--- src/core/ser_defs.vh ---
`ifndef SER_DEFS_VH
`define SER_DEFS_VH

// ****************************************
// command selector codes
// ****************************************
`define SER_SEL_OPERATION_SUMMARY_COND    4'h0
`define SER_SEL_OPERATION_SUMMARY_EVENT   4'h1
`define SER_SEL_OPERATION_SUMMARY_ENABLE  4'h2
`define SER_SEL_QUESTIONABLE_SUMMARY_COND    4'h3
`define SER_SEL_QUESTIONABLE_SUMMARY_EVENT   4'h4
`define SER_SEL_QUESTIONABLE_SUMMARY_ENABLE  4'h5
`define SER_SEL_STD_EVENT    4'h6
`define SER_SEL_STD_ENABLE   4'h7
`define SER_SEL_STB          4'h8
`define SER_SEL_SRE          4'h9
`define SER_SEL_GRP_STRIDE   4'h3
`define SER_KIND_COND        2'h0
`define SER_KIND_EVENT       2'h1
`define SER_KIND_ENABLE      2'h2

// ****************************************
// group bit positions
// ****************************************
`define SER_OPERATION_SUMMARY_CALIBRATION_DONE  0
`define SER_OPERATION_SUMMARY_TRANSIENT_DONE    3
`define SER_OPERATION_SUMMARY_MEASUREMENT_DONE  4
`define SER_QUESTIONABLE_SUMMARY_OUTPUT_VOLTAGE    0
`define SER_QUESTIONABLE_SUMMARY_OVERCURRENT       1
`define SER_QUESTIONABLE_SUMMARY_OVERTEMPERATURE   3
`define SER_QUESTIONABLE_SUMMARY_REMOTE_SHUTDOWN   9
`define SER_QUESTIONABLE_SUMMARY_RMS_CURRENT_LIMIT 12
`define SER_OPERATION_SUMMARY_USED_MASK   16'h0019
`define SER_QUESTIONABLE_SUMMARY_USED_MASK   16'h120b

// ****************************************
// standard event bits
// ****************************************
`define SER_STD_OPC          0
`define SER_STD_QYE          2
`define SER_STD_DDE          3
`define SER_STD_EXE          4
`define SER_STD_CME          5
`define SER_STD_PON          7
`define SER_STD_USED_MASK    8'hbd
`define SER_STD_EVENT_RST    8'h80

// ****************************************
// status byte bits
// ****************************************
`define SER_STB_QUESTIONABLE_SUMMARY         3
`define SER_STB_MAV          4
`define SER_STB_ESB          5
`define SER_STB_RQS          6
`define SER_STB_OPERATION_SUMMARY         7

`define SER_ZERO16           16'h0000
`define SER_ZERO8            8'h00
`define SER_OQ_DEPTH         16
`define SER_OQ_ADDR_W        4

`endif

--- src/core/ser_status.v ---
// Notes on behaviour
// - condition registers mirror live circuit state and are read-only
// - event registers latch rising conditions, read-only, cleared by reading
// - enable registers are read/write masks selecting events into group summary
// - OR of enabled operation events drives status byte bit 7
// - operation bits: 0 calibration, 3 transient, 4 measurement done
// - questionable bits: 0 voltage, 1 overcurrent, 3 temp, 9 shutdown, 12 rms
// - OR of enabled questionable events drives status byte bit 3
// - standard event bit 7 set at power-up; bit 0 records operation complete, bits 2,3,4,5 record errors
// - standard enable masks standard events; OR drives status byte bit 5
// - enable write command; standard event read returns and clears it
// - status byte and service enable share layout bits 3,4,5,6,7
// - status byte query returns master summary in bit 6, clears nothing
// - master summary is unlatched OR of enabled status byte bits
// - service request asserts request line and latches request bit 6
// - serial poll returns latched request bit, then clears only it
// - output queue is a fifo; bit 4 set while it holds a byte
// - reading an event register also removes its summary contribution
// - all data and enable bits clear at power-up, except standard event bit 7
`timescale 1ns/1ps
`include "ser_defs.vh"

module ser_status #(
	parameter OQ_DEPTH  = `SER_OQ_DEPTH,
	parameter OQ_ADDR_W = `SER_OQ_ADDR_W
) (
	input  wire        core_clk,
	input  wire        reset_n,
	input  wire [15:0] operation_summary_cond_in,
	input  wire [15:0] questionable_summary_cond_in,
	input  wire        opc_event,
	input  wire        query_error,
	input  wire        device_error,
	input  wire        execution_error,
	input  wire        command_error,
	input  wire [3:0]  cmd_sel,
	input  wire        cmd_rd,
	input  wire        cmd_wr,
	input  wire [15:0] cmd_wdata,
	output reg  [15:0] cmd_rdata,
	output reg         cmd_rvalid,
	input  wire        serial_poll,
	output reg  [7:0]  poll_data,
	output reg         poll_valid,
	output reg         srq_out,
	input  wire        oq_push,
	input  wire [7:0]  oq_wdata,
	output wire        oq_ready,
	input  wire        oq_pop,
	output reg  [7:0]  oq_rdata,
	output reg         oq_rvalid
);

	// ****************************************
	// selector decode
	// ****************************************
	function [3:0] grp_sel;
		input [1:0] g;
		input [1:0] k;
		begin
			grp_sel = `SER_SEL_OPERATION_SUMMARY_COND + (g * `SER_SEL_GRP_STRIDE) + {2'b00, k};
		end
	endfunction

	// ****************************************
	// condition synchronisers
	// ****************************************
	// circuits are asynchronous to core_clk, so each bit passes two flops
	// limitation: a condition pulse shorter than one clock may never be seen
	reg  [31:0] cond_meta_reg;
	reg  [31:0] cond_sync_reg;
	reg  [31:0] cond_prev_reg;
	wire [31:0] cond_used;
	wire [31:0] ev_all;
	wire [31:0] en_all;
	wire [1:0]  grp_sum;

	assign cond_used = {questionable_summary_cond_in & `SER_QUESTIONABLE_SUMMARY_USED_MASK,
		operation_summary_cond_in & `SER_OPERATION_SUMMARY_USED_MASK};

	always @(posedge core_clk or negedge reset_n) begin
		if (!reset_n) begin
			cond_meta_reg <= {`SER_ZERO16, `SER_ZERO16};
			cond_sync_reg <= {`SER_ZERO16, `SER_ZERO16};
			cond_prev_reg <= {`SER_ZERO16, `SER_ZERO16};
		end else begin
			cond_meta_reg <= cond_used;
			cond_sync_reg <= cond_meta_reg;
			cond_prev_reg <= cond_sync_reg;
		end
	end

	// ****************************************
	// operation and questionable groups
	// ****************************************
	genvar g;
	generate
		for (g = 0; g < 2; g = g + 1) begin : grp
			reg  [15:0] event_reg;
			reg  [15:0] enable_reg;
			wire [15:0] set_bits;
			wire        rd_event;
			wire        wr_enable;

			// unused bits are masked before the flops, so they never rise here
			assign set_bits  = cond_sync_reg[16*g +: 16] & ~cond_prev_reg[16*g +: 16];
			assign rd_event  = cmd_rd &&
				(cmd_sel == grp_sel((g == 0) ? 2'h0 : 2'h1, `SER_KIND_EVENT));
			assign wr_enable = cmd_wr &&
				(cmd_sel == grp_sel((g == 0) ? 2'h0 : 2'h1, `SER_KIND_ENABLE));

			always @(posedge core_clk or negedge reset_n) begin
				if (!reset_n) begin
					event_reg  <= `SER_ZERO16;
					enable_reg <= `SER_ZERO16;
				end else begin
					// set beats the clearing read so nothing is dropped
					event_reg <= (rd_event ? `SER_ZERO16 : event_reg) | set_bits;
					if (wr_enable) begin
						enable_reg <= cmd_wdata;
					end
				end
			end

			assign ev_all[16*g +: 16] = event_reg;
			assign en_all[16*g +: 16] = enable_reg;
			// cleared events drop out of the summary on the next cycle
			assign grp_sum[g] = |(event_reg & enable_reg);
		end
	endgenerate

	// ****************************************
	// standard event group
	// ****************************************
	reg  [7:0] std_event_reg;
	reg  [7:0] std_enable_reg;
	reg  [7:0] sre_reg;
	reg  [7:0] std_set;
	wire       std_rd;
	wire       esb;
	wire       wr_std_enable;
	wire       wr_sre;

	always @* begin
		std_set                   = `SER_ZERO8;
		std_set[`SER_STD_OPC]     = opc_event;
		std_set[`SER_STD_QYE]     = query_error;
		std_set[`SER_STD_DDE]     = device_error;
		std_set[`SER_STD_EXE]     = execution_error;
		std_set[`SER_STD_CME]     = command_error;
	end

	// ****************************************
	// write decode
	// ****************************************
	assign wr_std_enable = cmd_wr && (cmd_sel == `SER_SEL_STD_ENABLE);
	assign wr_sre        = cmd_wr && (cmd_sel == `SER_SEL_SRE);

	assign std_rd = cmd_rd && (cmd_sel == `SER_SEL_STD_EVENT);
	assign esb    = |(std_event_reg & std_enable_reg);

	always @(posedge core_clk or negedge reset_n) begin
		if (!reset_n) begin
			std_event_reg  <= `SER_STD_EVENT_RST;
			std_enable_reg <= `SER_ZERO8;
			sre_reg        <= `SER_ZERO8;
		end else begin
			std_event_reg <= (std_rd ? `SER_ZERO8 : std_event_reg) | std_set;
			if (wr_std_enable) begin
				std_enable_reg <= cmd_wdata[7:0] & `SER_STD_USED_MASK;
			end
			if (wr_sre) begin
				sre_reg <= cmd_wdata[7:0];
			end
		end
	end

	// ****************************************
	// output queue
	// ****************************************
	reg  [7:0]         oq_mem [0:OQ_DEPTH-1];
	reg  [OQ_ADDR_W-1:0] oq_wptr_reg;
	reg  [OQ_ADDR_W-1:0] oq_rptr_reg;
	reg  [OQ_ADDR_W:0]   oq_count_reg;
	// pointers wrap freely, so the depth must be a power of two
	wire               oq_empty;
	wire               oq_full;
	wire               oq_do_push;
	wire               oq_do_pop;
	wire               mav;

	assign oq_empty   = (oq_count_reg == {(OQ_ADDR_W+1){1'b0}});
	assign oq_full    = (oq_count_reg == OQ_DEPTH[OQ_ADDR_W:0]);
	assign oq_ready   = !oq_full;
	assign oq_do_push = oq_push && oq_ready;
	assign oq_do_pop  = oq_pop && !oq_empty;
	assign mav        = !oq_empty;

	always @(posedge core_clk) begin
		if (oq_do_push) begin
			oq_mem[oq_wptr_reg] <= oq_wdata;
		end
	end

	always @(posedge core_clk or negedge reset_n) begin
		if (!reset_n) begin
			oq_wptr_reg  <= {OQ_ADDR_W{1'b0}};
			oq_rptr_reg  <= {OQ_ADDR_W{1'b0}};
			oq_count_reg <= {(OQ_ADDR_W+1){1'b0}};
			oq_rdata     <= `SER_ZERO8;
			oq_rvalid    <= 1'b0;
		end else begin
			oq_rvalid <= oq_do_pop;
			if (oq_do_push) begin
				oq_wptr_reg <= oq_wptr_reg + 1'b1;
			end
			if (oq_do_pop) begin
				oq_rdata    <= oq_mem[oq_rptr_reg];
				oq_rptr_reg <= oq_rptr_reg + 1'b1;
			end
			if (oq_do_push && !oq_do_pop) begin
				oq_count_reg <= oq_count_reg + 1'b1;
			end else if (oq_do_pop && !oq_do_push) begin
				oq_count_reg <= oq_count_reg - 1'b1;
			end
		end
	end

	// ****************************************
	// status byte and service request
	// ****************************************
	reg  [7:0] stb_base;
	reg        mss_prev_reg;
	reg        rqs_reg;
	wire       mss;
	wire       rqs_rise;
	wire       rqs_next;

	always @* begin
		stb_base                = `SER_ZERO8;
		stb_base[`SER_STB_QUESTIONABLE_SUMMARY] = grp_sum[1];
		stb_base[`SER_STB_MAV]  = mav;
		stb_base[`SER_STB_ESB]  = esb;
		stb_base[`SER_STB_OPERATION_SUMMARY] = grp_sum[0];
	end

	// bit 6 of the enable is ignored: the summary cannot feed itself
	assign mss      = |(stb_base & sre_reg);
	assign rqs_rise = mss && !mss_prev_reg;
	// a new request in the poll cycle survives the poll clear
	assign rqs_next = (rqs_reg && !serial_poll) || rqs_rise;

	always @(posedge core_clk or negedge reset_n) begin
		if (!reset_n) begin
			mss_prev_reg <= 1'b0;
			rqs_reg      <= 1'b0;
			srq_out      <= 1'b0;
			poll_data    <= `SER_ZERO8;
			poll_valid   <= 1'b0;
		end else begin
			mss_prev_reg <= mss;
			rqs_reg    <= rqs_next;
			srq_out    <= rqs_next;
			poll_valid <= serial_poll;
			if (serial_poll) begin
				poll_data <= stb_base | {1'b0, rqs_reg, 6'b000000};
			end
		end
	end

	// ****************************************
	// command read path
	// ****************************************
	reg [15:0] rd_mux;

	always @* begin
		case (cmd_sel)
			`SER_SEL_OPERATION_SUMMARY_COND:   rd_mux = cond_sync_reg[15:0];
			`SER_SEL_OPERATION_SUMMARY_EVENT:  rd_mux = ev_all[15:0];
			`SER_SEL_OPERATION_SUMMARY_ENABLE: rd_mux = en_all[15:0];
			`SER_SEL_QUESTIONABLE_SUMMARY_COND:   rd_mux = cond_sync_reg[31:16];
			`SER_SEL_QUESTIONABLE_SUMMARY_EVENT:  rd_mux = ev_all[31:16];
			`SER_SEL_QUESTIONABLE_SUMMARY_ENABLE: rd_mux = en_all[31:16];
			`SER_SEL_STD_EVENT:   rd_mux = {`SER_ZERO8, std_event_reg};
			`SER_SEL_STD_ENABLE:  rd_mux = {`SER_ZERO8, std_enable_reg};
			`SER_SEL_STB:         rd_mux = {`SER_ZERO8, stb_base | {1'b0, mss, 6'b000000}};
			`SER_SEL_SRE:         rd_mux = {`SER_ZERO8, sre_reg};
			default:              rd_mux = `SER_ZERO16;
		endcase
	end

	always @(posedge core_clk or negedge reset_n) begin
		if (!reset_n) begin
			cmd_rdata  <= `SER_ZERO16;
			cmd_rvalid <= 1'b0;
		end else begin
			cmd_rvalid <= cmd_rd;
			if (cmd_rd) begin
				cmd_rdata <= rd_mux;
			end
		end
	end

endmodule // ser_status

--- config.mk ---
export PLATFORM = sky130hd
export DESIGN_NAME = ser_status
export DESIGN_NICKNAME = d
export VERILOG_FILES = /design/src/core/ser_status.v
export VERILOG_INCLUDE_DIRS = /design/src /design/src/core
export SDC_FILE = /design/constraint.sdc
export NUM_CORES = 1
export LEC_CHECK = 0
export BUFFER_PORTS_ARGS = -buffer_cell sky130_fd_sc_hd__buf_2
export CAP_MARGIN = 5
export CORE_UTILIZATION = 45
export CTS_CLUSTER_SIZE = 10
export DETAILED_ROUTE_END_ITERATION = 8
export MAX_ROUTING_LAYER = met4
export SLEW_MARGIN = 20
export SYNTH_ARGS = -nofsm -noshare
export SYNTH_HDL_FRONTEND = slang
export SYNTH_SLANG_ARGS = --single-unit
--- constraint.sdc ---
create_clock -name core_clk -period 3.55 [get_ports core_clk]
set_clock_uncertainty 0.2 [all_clocks]
set_input_delay 0.71 -clock core_clk [delete_from_list [all_inputs] [get_ports core_clk]]
set_output_delay 0.71 -clock core_clk [all_outputs]
set_load 0.02 [all_outputs]
==> summary.md <==
| Metric | Value |
|---|---|
| Non-filler cells, final | `roughly 1,000` |
| Top cell type's share of synthesized area | `37.01%` |
| DRT iter0 DRCs | `232` |
| Per-cell routed wire length | `21.19 microns` |
| Row count | `55` |
| Core Util, Final | `between 50 and 60%` |
| Total congestion overflow | `0` |
| Die W | `153.9 microns` |
| Layout Nets | `828` |
| RSZ-0062 raised after global routing | `false` |
| DRT antenna net count | `0` |
| Switching power total | `~2.5 mW` |
| Worst-Margin Slew | `0.9043 ns` |
| PnR worst setup slack | `0.5635 ns` |
| Max VDD drop | `around 0.54 mV` |
| Pre-CTS WS | `slightly below 0.6 ns` |
| #FFs+latches synth | `259` |
| Yosys cell types | `between 50 and 60` |
| Largest net degree at the start of global routing | `60` |
| Final Hold Fails | `0` |
| Post-Syn Area | `0.01039 sq mm` |
| GP Congestion | `0.8964` |
| CP Class | `reg -> reg` |
| Synth Flop Type | `dfrtp_1` |
| CTS Sinks | `259` |
| FMAX | `~0.33 GHz` |
| I/O pin total | `about 110` |
| Worst skew pair latency | `about 0.53 ns` |
| Final setup fails | `0` |
| Via count | `6,009` |
| Internal | `6.245 mW` |
| Syn Area/Cell | `16.23 sq um` |
| Worst-path fanout max | `5` |
| Placed cell count | `approximately 1,000` |
| Hpwl dp | `between 10 and 15 mm` |
| Gr usage total | `19.76%` |
| Clk buf depth | `3` |
| Most frequent cells in the layout | `dfrtp_1 (128), edfxtp_1 (128), buf_2 (80)` |
| Clock power frac | `31.7%` |
| Layout cells sized above 1 | `30.89%` |
| CP bufs+invs | `1` |
| Shortest period the worst path allows | `2.986 ns` |
| DR DRC count | `0` |
| Sw Ratio | `28.47%` |
| Status | `complete, no violations` |
| Diodes inserted | `0` |
| Pins over their slew limit | `0` |
| Pwr per Cell Area | `721.1 mW/mm^2` |
| Die area | `0.02369 sq mm` |
| Die H | `153.9 microns` |
| Hold Crit Class | `in -> reg` |
| Static Leak | `4.788 nW` |
| Fill cell count | `1,819` |
| Mapped Cells | `640` |
| Largest cells by area after synthesis | `edfxtp_1 (37%), dfrtp_1 (31%), mux4_2 (7.2%), mux2_2 (6.0%), mux2i_1 (2.0%)` |
| Data arrival time of the worst path | `3.24 ns` |
| CTS tree | `done` |
| Max reg flops | `128` |
| Sequential share of the synthesized area | `between 60% and 70%` |
| Crit end category | `register` |
| Port Buf Inserts | `81` |
| Period utilisation layout | `84.13%` |
| Critical Path Slowest Stage Cell | `or4_4` |
| Seq pwr share | `between 40% and 50%` |
| Post-synth EDFFs | `128` |
| Worst EP required | `3.80 ns` |
| Core Area | `between 0.02 and 0.025 sq mm` |
| Fin Hold WS | `0.08128 ns` |
| First-pass GRT wire length | `between 30 and 40 mm` |
| Setup TNS | `0 ns` |
| Number of global-route vias before repair | `6,252` |
| Post-CTS sizing | `0` |
| Pwr Total | `between 8 and 9 mW` |
| Root Driver | `clkbuf_16` |
| Crit-path max cell delay | `0.59 ns` |
| CP cell instances | `or4_4 > o21ai_1 > ha_1 > inv_1 > fa_1 > a21o_1 > a21oi_1 > mux2i_1 > xnor2_1` |
| Max Cap Viol | `0` |
| Placed cell areas | `0.01122 sq mm` |
| CP top delay family | `adder cells` |
| Startpoint Class | `register` |
| Comb power frac | `21.9%` |
| Fin area | `0.01211 sq mm` |
| Initial core utilization | `45.87%` |
| Pre-Repair DR Iteration Count | `5` |
| Avg Vias per Cell | `5.728` |
| Initial antenna violation count | `0` |
| Cell accounting for the most synthesized area | `edfxtp_1` |
| Relative slew margins | `between 30% and 40%` |
| Total CTS buffers | `30` |
| Reg clk slew, reported paths | `0.05 ns` |
| H-tree Lvls | `1` |
| Syn. warnings | `0` |
| Async SR Flop Fraction | `between 50 and 60%` |
| Area grow syn2layout | `16.58%` |
| Post-Route WL | `22.23 mm` |
==> synthesized netlist by cell type, drive strengths merged, types with 3 or more instances <==
| master | n |
|---|---|
| dfrtp | 130 |
| a221oi | 6 |
| a21o | 8 |
| a32o | 4 |
| o22ai | 4 |
| a22oi | 11 |
| xnor2 | 9 |
| a22o | 4 |
| nand2 | 34 |
| a21oi | 7 |
| a31oi | 3 |
| nor2 | 20 |
| clkbuf | 19 |
| o21ai | 15 |
| inv | 21 |
| nor3 | 6 |
| ha | 9 |
| o221ai | 9 |
| nand2b | 5 |
| nand4 | 3 |
| mux4 | 33 |
| nor2b | 7 |
| mux2i | 21 |
| o2bb2ai | 10 |
| buf | 17 |
| mux2 | 55 |
| nand3 | 6 |
| a21boi | 3 |
| edfxtp | 128 |
==> power by group through the flow <==
stage | clock (mW) | sequential (mW) | combinational, mW
after floorplan | 0 | 3.94 | 1.41
after global placement | 0 | 4.08 | 1.88
after detailed placement | 0 | 4.11 | 1.93
after CTS | 2.82 | 4.06 | 1.94
after global routing | 2.94 | 4.12 | 2.07
final | 2.77 | 4.05 | 1.91
==> per-layer routing <==
| metal | wire [microns] | vias up | global-route usage (%) |
|---|---|---|---|
| met5 | 0 | - | - |
| li1 | - | 2659 | - |
| met2 | 11190 | 191 | 32.92 |
| met4 | 601 | 0 | 6.333 |
| met3 | 1023 | 48 | 2.762 |
| met1 | 9416 | 3111 | 25.09 |
==> logic make-up after synthesis <==
family / Yosys count / synth area share [%]
buffers and inverters: 57 / 2.313
AO/OA/AOI/OAI: 96 / 6.963
other: 1 / 0.03611
multiplexers: 109 / 15.14
AND/OR/NAND/NOR: 98 / 4.843
flip-flops: 259 / 68.58
XOR/XNOR: 10 / 0.8433
adder cells (fa/ha/maj): 10 / 1.277
==> final timing paths <==
check,startpoint,to,slack (ns),cells past startpoint
max,oq_count_reg[1],oq_count_reg[4],0.56,9
min,questionable_summary_cond_in[3],cond_meta_reg[19],0.08,1
max reg2reg,oq_count_reg[1],oq_count_reg[4],0.56,9
min reg2reg,cond_meta_reg[28],cond_sync_reg[28],0.15,0
max in group asynchronous,reset_n,cmd_rdata[15],1.86,3
min in group asynchronous,reset_n,grp[1].event_reg[1],0.51,2
==> what timing repair did <==
item / 4_1_cts / 5_1_grt
hold buffers: 1 / 0
endpoints found under the hold margin: 56 / 0
setup buffers: 0 / 0
==> layout make-up <==
type                    instances  area (sq um)  area share, %
clock buffers                  48         839.6          6.934
clock inverters                 2         35.03         0.2893
inverters                      21         78.83         0.6510
multi-input cells             326          3030          25.03
flip-flops and latches        259          7126          58.85
well taps                     285         356.6          2.945
repair buffers                108         641.9          5.301
No activity file was read; power rests on OpenSTA's default activity.
